## src/rtcf_regs.vh

```
`ifndef RTCF_REGS_VH
`define RTCF_REGS_VH

// byte offsets on the register bus
`define RTCF_OFF_MINUTES      5'h00
`define RTCF_OFF_HOURS        5'h04
`define RTCF_OFF_WEEKDAY      5'h08
`define RTCF_OFF_DATE         5'h0C
`define RTCF_OFF_PAGE         5'h10
`define RTCF_OFF_MONTH        5'h14
`define RTCF_OFF_STATUS       5'h18

// field indexes inside the packed field store
`define RTCF_IDX_MINUTES      2'h0
`define RTCF_IDX_HOURS        2'h1
`define RTCF_IDX_WEEKDAY      2'h2
`define RTCF_IDX_DATE         2'h3

// valid-bit masks, upper bits read as zero
`define RTCF_MASK_MINUTES     7'h7F
`define RTCF_MASK_HOURS       7'h3F
`define RTCF_MASK_WEEKDAY     7'h07
`define RTCF_MASK_DATE        7'h3F

// count limits in packed bcd
`define RTCF_MAX_MINUTES      7'h59
`define RTCF_MAX_HOURS_24     7'h23
`define RTCF_MAX_HOURS_12     7'h11
`define RTCF_MAX_WEEKDAY      7'h06
`define RTCF_MAX_DATE         7'h31
`define RTCF_MIN_ZERO         7'h00
`define RTCF_MIN_DATE         7'h01

// field bit positions
`define RTCF_HOUR_PM_BIT      5
`define RTCF_PAGE_SEL_BIT     0
`define RTCF_PAGE_RUN_BIT     3
`define RTCF_FMT_24_BIT       0

// reset values
`define RTCF_RST_TIME         28'h0200000
`define RTCF_RST_ALARM        28'h0000000
`define RTCF_RST_PAGE         1'h0
`define RTCF_RST_RUN          1'h0
`define RTCF_RST_FMT          1'h1

// timing
`define RTCF_CLK_HZ           64'd40000000
`define RTCF_MINUTE_S         64'd60
`define RTCF_MINUTE_CYCLES    (`RTCF_MINUTE_S * `RTCF_CLK_HZ)

`endif

```

## src/rtcf_bcd_step.v

```verilog
`timescale 1ns/10ps
`default_nettype none

module rtcf_bcd_step (
    input  wire [6:0] value_i,
    input  wire [6:0] max_i,
    input  wire [6:0] min_i,
    input  wire       step_i,
    output reg  [6:0] next_o,
    output reg        carry_o
);

    always @* begin
        next_o  = value_i;
        carry_o = 1'b0;
        if (step_i) begin
            if (value_i == max_i) begin
                next_o  = min_i;
                carry_o = 1'b1;
            end else if (value_i[3:0] == 4'h9) begin
                next_o = {value_i[6:4] + 3'h1, 4'h0};
            end else begin
                next_o = value_i + 7'h01;
            end
        end
    end

endmodule // rtcf_bcd_step

`default_nettype wire

```

## src/rtcf_time_fields.v

```verilog
// Local design decisions: the register addresses and the Avalon-MM register port.
`timescale 1ns/10ps
`default_nettype none
`include "rtcf_regs.vh"

module rtcf_time_fields #(
    parameter [63:0] MINUTE_CYCLES = `RTCF_MINUTE_CYCLES
) (
    input  wire        sys_clk_i,
    input  wire        reset_n_i,
    input  wire [4:0]  avs_address_i,
    input  wire        avs_read_i,
    input  wire        avs_write_i,
    input  wire [31:0] avs_writedata_i,
    input  wire [3:0]  avs_byteenable_i,
    output wire [31:0] avs_readdata_o,
    output wire        avs_waitrequest_o
);

    // bus handshake state
    reg        wait_reg;
    reg [31:0] readdata_reg;

    // packed field stores, seven bits per field, minutes at the bottom
    reg [27:0] time_fields_reg;
    reg [27:0] alarm_fields_reg;

    // control
    reg        page_reg;
    reg        run_reg;
    reg        fmt_24_reg;

    // minute prescaler and update sequence
    reg [31:0] prescale_reg;
    reg        tick_reg;
    reg [7:0]  update_seq_reg;

    // decode
    wire       is_field;
    wire [1:0] field_idx;
    wire       commit_write;
    wire       accept_read;
    reg  [6:0] field_mask;
    reg  [7:0] read_byte;

    // step chain
    wire [27:0] step_cur;
    wire [27:0] step_max;
    wire [27:0] step_min;
    wire [27:0] step_next;
    wire [3:0]  step_en;
    wire [3:0]  step_carry;
    wire        day_carry;
    wire [6:0]  hour_now;
    wire [6:0]  hour_stepped;
    wire [27:0] time_stepped;

    assign avs_waitrequest_o = wait_reg;
    assign avs_readdata_o    = readdata_reg;

    // fields occupy the four words below the page register
    assign is_field  = (avs_address_i[4] == 1'b0);
    assign field_idx = avs_address_i[3:2];

    // a write lands at the edge where waitrequest is seen low
    assign commit_write = avs_write_i & ~wait_reg & avs_byteenable_i[0];
    assign accept_read  = avs_read_i & wait_reg;

    always @* begin
        case (field_idx)
            `RTCF_IDX_MINUTES: field_mask = `RTCF_MASK_MINUTES;
            `RTCF_IDX_HOURS:   field_mask = `RTCF_MASK_HOURS;
            `RTCF_IDX_WEEKDAY: field_mask = `RTCF_MASK_WEEKDAY;
            `RTCF_IDX_DATE:    field_mask = `RTCF_MASK_DATE;
            default:           field_mask = 7'h00;
        endcase
    end

    // one waitrequest cycle per access, then release
    always @(posedge sys_clk_i or negedge reset_n_i) begin
        if (!reset_n_i) begin
            wait_reg <= 1'b1;
        end else if (!wait_reg) begin
            wait_reg <= 1'b1;
        end else if (avs_read_i || avs_write_i) begin
            wait_reg <= 1'b0;
        end
    end

    // read mux: the selected page decides which store answers
    always @* begin
        read_byte = 8'h00;
        if (is_field) begin
            if (page_reg) begin
                read_byte = {1'b0, alarm_fields_reg[7*field_idx +: 7] & field_mask};
            end else begin
                read_byte = {1'b0, time_fields_reg[7*field_idx +: 7] & field_mask};
            end
        end else begin
            case (avs_address_i)
                `RTCF_OFF_PAGE: begin
                    read_byte = 8'h00;
                    read_byte[`RTCF_PAGE_SEL_BIT] = page_reg;
                    read_byte[`RTCF_PAGE_RUN_BIT] = run_reg;
                end
                `RTCF_OFF_MONTH: begin
                    // no month counting here; the time page reads zero
                    read_byte = 8'h00;
                    read_byte[`RTCF_FMT_24_BIT] = page_reg & fmt_24_reg;
                end
                `RTCF_OFF_STATUS: begin
                    read_byte = update_seq_reg;
                end
                default: begin
                    read_byte = 8'h00;
                end
            endcase
        end
    end

    // read data captured as the request is accepted, stands one cycle later
    always @(posedge sys_clk_i or negedge reset_n_i) begin
        if (!reset_n_i) begin
            readdata_reg <= 32'h00000000;
        end else if (accept_read) begin
            readdata_reg <= {24'h000000, read_byte};
        end
    end

    // control registers
    always @(posedge sys_clk_i or negedge reset_n_i) begin
        if (!reset_n_i) begin
            page_reg   <= `RTCF_RST_PAGE;
            run_reg    <= `RTCF_RST_RUN;
            fmt_24_reg <= `RTCF_RST_FMT;
        end else if (commit_write) begin
            if (avs_address_i == `RTCF_OFF_PAGE) begin
                page_reg <= avs_writedata_i[`RTCF_PAGE_SEL_BIT];
                run_reg  <= avs_writedata_i[`RTCF_PAGE_RUN_BIT];
            end
            // format is taken as written; changing it while running is the caller's fault
            if (avs_address_i == `RTCF_OFF_MONTH && page_reg) begin
                fmt_24_reg <= avs_writedata_i[`RTCF_FMT_24_BIT];
            end
        end
    end

    // minute prescaler; held in reset while stopped so a start begins a full minute
    always @(posedge sys_clk_i or negedge reset_n_i) begin
        if (!reset_n_i) begin
            prescale_reg <= 32'h00000000;
            tick_reg     <= 1'b0;
        end else if (!run_reg) begin
            prescale_reg <= 32'h00000000;
            tick_reg     <= 1'b0;
        end else if ({32'h00000000, prescale_reg} == MINUTE_CYCLES - 64'h1) begin
            prescale_reg <= 32'h00000000;
            tick_reg     <= 1'b1;
        end else begin
            prescale_reg <= prescale_reg + 32'h00000001;
            tick_reg     <= 1'b0;
        end
    end

    // in 12 hour form only the low five bits count, the pm flag toggles on wrap
    assign hour_now = time_fields_reg[13:7];

    assign step_cur = {time_fields_reg[27:14],
                       fmt_24_reg ? hour_now : {2'b00, hour_now[4:0]},
                       time_fields_reg[6:0]};

    assign step_max = {`RTCF_MAX_DATE,
                       `RTCF_MAX_WEEKDAY,
                       fmt_24_reg ? `RTCF_MAX_HOURS_24 : `RTCF_MAX_HOURS_12,
                       `RTCF_MAX_MINUTES};

    assign step_min = {`RTCF_MIN_DATE,
                       `RTCF_MIN_ZERO,
                       `RTCF_MIN_ZERO,
                       `RTCF_MIN_ZERO};

    // carry chain: minute -> hour -> weekday and date together
    assign step_en[0] = tick_reg;
    assign step_en[1] = step_carry[0];
    assign day_carry  = fmt_24_reg ? step_carry[1]
                                   : (step_carry[1] & hour_now[`RTCF_HOUR_PM_BIT]);
    assign step_en[2] = day_carry;
    assign step_en[3] = day_carry;

    genvar gi;
    generate
        for (gi = 0; gi < 4; gi = gi + 1) begin : g_field
            rtcf_bcd_step u_step (
                .value_i (step_cur[7*gi +: 7]),
                .max_i   (step_max[7*gi +: 7]),
                .min_i   (step_min[7*gi +: 7]),
                .step_i  (step_en[gi]),
                .next_o  (step_next[7*gi +: 7]),
                .carry_o (step_carry[gi])
            );
        end
    endgenerate

    assign hour_stepped = fmt_24_reg ? step_next[13:7]
                        : {1'b0,
                           hour_now[`RTCF_HOUR_PM_BIT] ^ step_carry[1],
                           step_next[11:7]};

    // date wraps at 31 regardless of month; month length is not tracked
    assign time_stepped = {step_next[27:14], hour_stepped, step_next[6:0]};

    // live time store; a software write in the tick cycle overrides the count
    always @(posedge sys_clk_i or negedge reset_n_i) begin
        if (!reset_n_i) begin
            time_fields_reg <= `RTCF_RST_TIME;
        end else begin
            if (tick_reg) begin
                time_fields_reg <= time_stepped;
            end
            if (commit_write && is_field && !page_reg) begin
                time_fields_reg[7*field_idx +: 7] <= avs_writedata_i[6:0] & field_mask;
            end
        end
    end

    // alarm compare values, never counted
    always @(posedge sys_clk_i or negedge reset_n_i) begin
        if (!reset_n_i) begin
            alarm_fields_reg <= `RTCF_RST_ALARM;
        end else if (commit_write && is_field && page_reg) begin
            alarm_fields_reg[7*field_idx +: 7] <= avs_writedata_i[6:0] & field_mask;
        end
    end

    // bumps on every count update so a double read can spot a torn value
    always @(posedge sys_clk_i or negedge reset_n_i) begin
        if (!reset_n_i) begin
            update_seq_reg <= 8'h00;
        end else if (tick_reg) begin
            update_seq_reg <= update_seq_reg + 8'h01;
        end
    end

endmodule // rtcf_time_fields

`default_nettype wire

```

## config.mk

```make
export PLATFORM = sky130hd
export DESIGN_NAME = rtcf_time_fields
export DESIGN_NICKNAME = d
export VERILOG_FILES = /design/src/rtcf_bcd_step.v /design/src/rtcf_time_fields.v
export VERILOG_INCLUDE_DIRS = /design/src /design/src/src
export SDC_FILE = /design/constraint.sdc
export NUM_CORES = 1
export LEC_CHECK = 0
export ABC_AREA = 1
export BUFFER_PORTS_ARGS = -buffer_cell sky130_fd_sc_hd__buf_2
export CAP_MARGIN = 10
export CORE_MARGIN = 8
export CORE_UTILIZATION = 25
export CTS_BUF_LIST = sky130_fd_sc_hd__clkbuf_8
export CTS_CLUSTER_DIAMETER = 150
export DETAILED_ROUTE_END_ITERATION = 7
export PLACE_DENSITY_LB_ADDON = 0.15
export SYNTH_ARGS = -nofsm -noshare
export SYNTH_HDL_FRONTEND = slang
export SYNTH_SLANG_ARGS = --single-unit
```

## constraint.sdc

```tcl
create_clock -name sys_clk_i -period 4.05 [get_ports sys_clk_i]
set_input_delay 0.405 -clock sys_clk_i [delete_from_list [all_inputs] [get_ports sys_clk_i]]
set_output_delay 0.405 -clock sys_clk_i [all_outputs]
set_load 0.05 [all_outputs]
```

==> results_dict.tcl <==
set metrics [dict create \
    finalSetupViolCount 0 \
    yosysUniqueCellTypes 48 \
    slew_headroom 0.322 \
    cts_setup_buffers 0 \
    synth_area_per_cell_um2 7.31 \
    synthCells 959 \
    cp_slowest_cell "ha_1" \
    nets 1041 \
    crit_path_end_kind "flop" \
    seq_area_frac_synth 0.389 \
    fmax_mhz 359 \
    postRouteAntennaNets 0 \
    outcome "complete, no violations" \
    period_share 0.687 \
    p_per_area_mw_per_mm2 333 \
    clk_latency_ns 0.41 \
    yosys_warnings 0 \
    arrival_ns 3.11 \
    ys_seq_elements 109 \
    hold_violations 0 \
    num_io_pins 78 \
    cap_violations 0 \
    dieArea_mm2 0.0337 \
    cts_hold_buf 0 \
    fp.coreArea_mm2 0.0277 \
    post_drt_via_cell_ratio 4.56 \
    synth_area_mm2 0.00701 \
    finalCriticalPeriod_ns 2.78 \
    synth_edf_count 0 \
    placed_area_mm2 0.00744 \
    startpoint_type "primary input" \
    clk_pin_slew_worst_paths_ns 0.12 \
    cts_buffers 9 \
    leakagePower_nw 3.50 \
    routabilityCongestion 0.796 \
    drc 0 \
    first_pass_iters 5 \
    cts_resized 0 \
    dp_hpwl_um 16200 \
    grtUsageTotal 0.129 \
    grt_pass1_wl_um 34100 \
    die_h_um 184 \
    num_rows 61 \
    path_cells "buf_2, inv_2, ha_1, clkinv_1, nor3_1, inv_1, nor2_1, nand2_1, o21ai_0" \
    drive_above_1_share 0.0725 \
    wl_um 21500 \
    grt-ovfl-total 0 \
    cts_sinks 109 \
    worstSetupPathType "primary input to flop" \
    final_area_mm2 0.00765 \
    critPathMaxFanout 20 \
    grt_antenna_before_repair 0 \
    peakVddDrop_v 0.000149 \
    clockRootBuffer "clkbuf_8" \
    antenna_cells 0 \
    cpPeakStageDelay_ns 0.56 \
    rsz0062_at_grt "no" \
    wire_per_inst_um 15.8 \
    htree_levels 3 \
    skew_ns 0.0256 \
    port_buffers 25 \
    required_ns 4.38 \
    cts_tree "done" \
    cts_buffer_depth 2 \
    num_vias 6185 \
    synthFlopType "dfrtp_1" \
    fin_tns_setup_ns 0 \
    die-width_um 184 \
    grt_pass1_vias 6001 \
    slew_viol_final 0 \
    area_delta_synth_final_pct 9.12 \
    drt_iter0_drc 422 \
    hp-class "primary input to async pin" \
    largest_reg_flops 32 \
    worstMarginPinSlew_ns 1.02 \
    initial_core_util 0.253 \
    grt_max_degree 75 \
    ys_async_sr_fraction 1.00 \
]
per-layer routing:
metal  GRT usage  share of wire  vias up
li1            -              -     3111
met3      0.0223          0.035       11
met4      0.0273         0.0079        0
met2       0.199           0.45       95
met5           0              0        -
met1       0.187           0.50     2968
cell usage after synthesis (8+ instances only):
master | count | area, um^2
a21oi_1 | 40 | 200
a31oi_1 | 8 | 50.1
buf_4 | 27 | 203
clkbuf_1 | 14 | 52.6
dfrtp_1 | 106 | 2650
ha_1 | 22 | 275
inv_1 | 121 | 454
mux2_2 | 8 | 90.1
nand2_1 | 190 | 713
nand3_1 | 69 | 345
nand4_1 | 19 | 119
nor2_1 | 119 | 447
nor3_1 | 42 | 210
o211ai_1 | 8 | 60.1
o21ai_0 | 81 | 405
xor2_1 | 22 | 193
cell usage in the layout, fill, tap and decap left out, types with 2 or more instances in the layout:
cell type and count:
a21o_1 2, a21oi_1 40, a31oi_1 8, buf_2 24, buf_4 4, clkbuf_8 10, clkinv_1 4, conb_1 24
dfrtp_1 106, dfstp_2 3, ha_1 22, inv_1 121, inv_8 3, mux2_2 8, nand2_1 190, nand3_1 69
nand3_2 2, nand4_1 19, nor2_1 119, nor2_2 2, nor3_1 42, nor3b_1 7, nor4_1 7, o211ai_1 8
o21ai_0 81, or2_2 4, xnor2_1 6, xor2_1 22
per-stage QoR:
stage / std cells / hold slack (ns) / worst slack, ns / power [mW] / utilization
after floorplan: 982 / 0.109 / 1.75 / 1.66 / -
after global placement: 1341 / 0.467 / 0.915 / 1.82 / 0.269
after detailed placement: 1341 / 0.462 / 0.920 / 1.81 / 0.269
after CTS: 1357 / 0.132 / 1.32 / 2.59 / 0.276
after global routing: 1357 / 0.127 / 1.11 / 2.70 / 0.276
final: 1357 / 0.142 / 1.27 / 2.54 / 0.276
path summary, 6_finish.rpt:
kind                                   start                    to  slack, ns  cells past startpoint
max                         avs_address_i[2]  alarm_fields_reg[20]       1.27                      9
min                                reset_n_i      prescale_reg[16]       0.14                      1
max reg2reg                       fmt_24_reg   time_fields_reg[15]       1.61                     13
min reg2reg                update_seq_reg[7]     update_seq_reg[7]       0.48                      1
max in group asynchronous          reset_n_i            fmt_24_reg       3.09                      2
min in group sys_clk_i            avs_read_i     avs_waitrequest_o       0.15                      2
power breakdown:
part           total [mW]  internal, mW  switching (mW)  leakage [nW]
clock               0.754         0.316           0.439         0.108
combinational       0.536         0.150           0.387          2.04
sequential           1.25          1.16          0.0893          1.35
total                2.54          1.63           0.915          3.50
cell type report:
class	count	area, um^2
Tap cell	378	473
Fill cell	3077	20100
Timing Repair Buffer	29	170
Clock inverter	6	76.3
Sequential cell	109	2730
Inverter	126	473
Multi-Input combinational cell	699	3590
Clock buffer	10	138
logic make-up (layout without fill, tap and decap cells):
logic type               after synthesis  after routing  synth area share
AND/OR/NAND/NOR                      469            469             0.298
buffers and inverters                174            171             0.111
AO/OA/AOI/OAI                        148            148             0.114
flip-flops                           109            109             0.389
XOR/XNOR                              28             28            0.0350
adder cells (fa/ha/maj)               22             22            0.0392
multiplexers                           8              8            0.0128
other                                  1             24          0.000535
critical path, delay by kind of cell:
family                   cells  cell delay (ns)
adder cells (fa/ha/maj)      1             0.56
buffers and inverters        4             1.34
AO/OA/AOI/OAI                1             0.10
AND/OR/NAND/NOR              3             0.67
No activity file was read; power rests on OpenSTA's default activity.
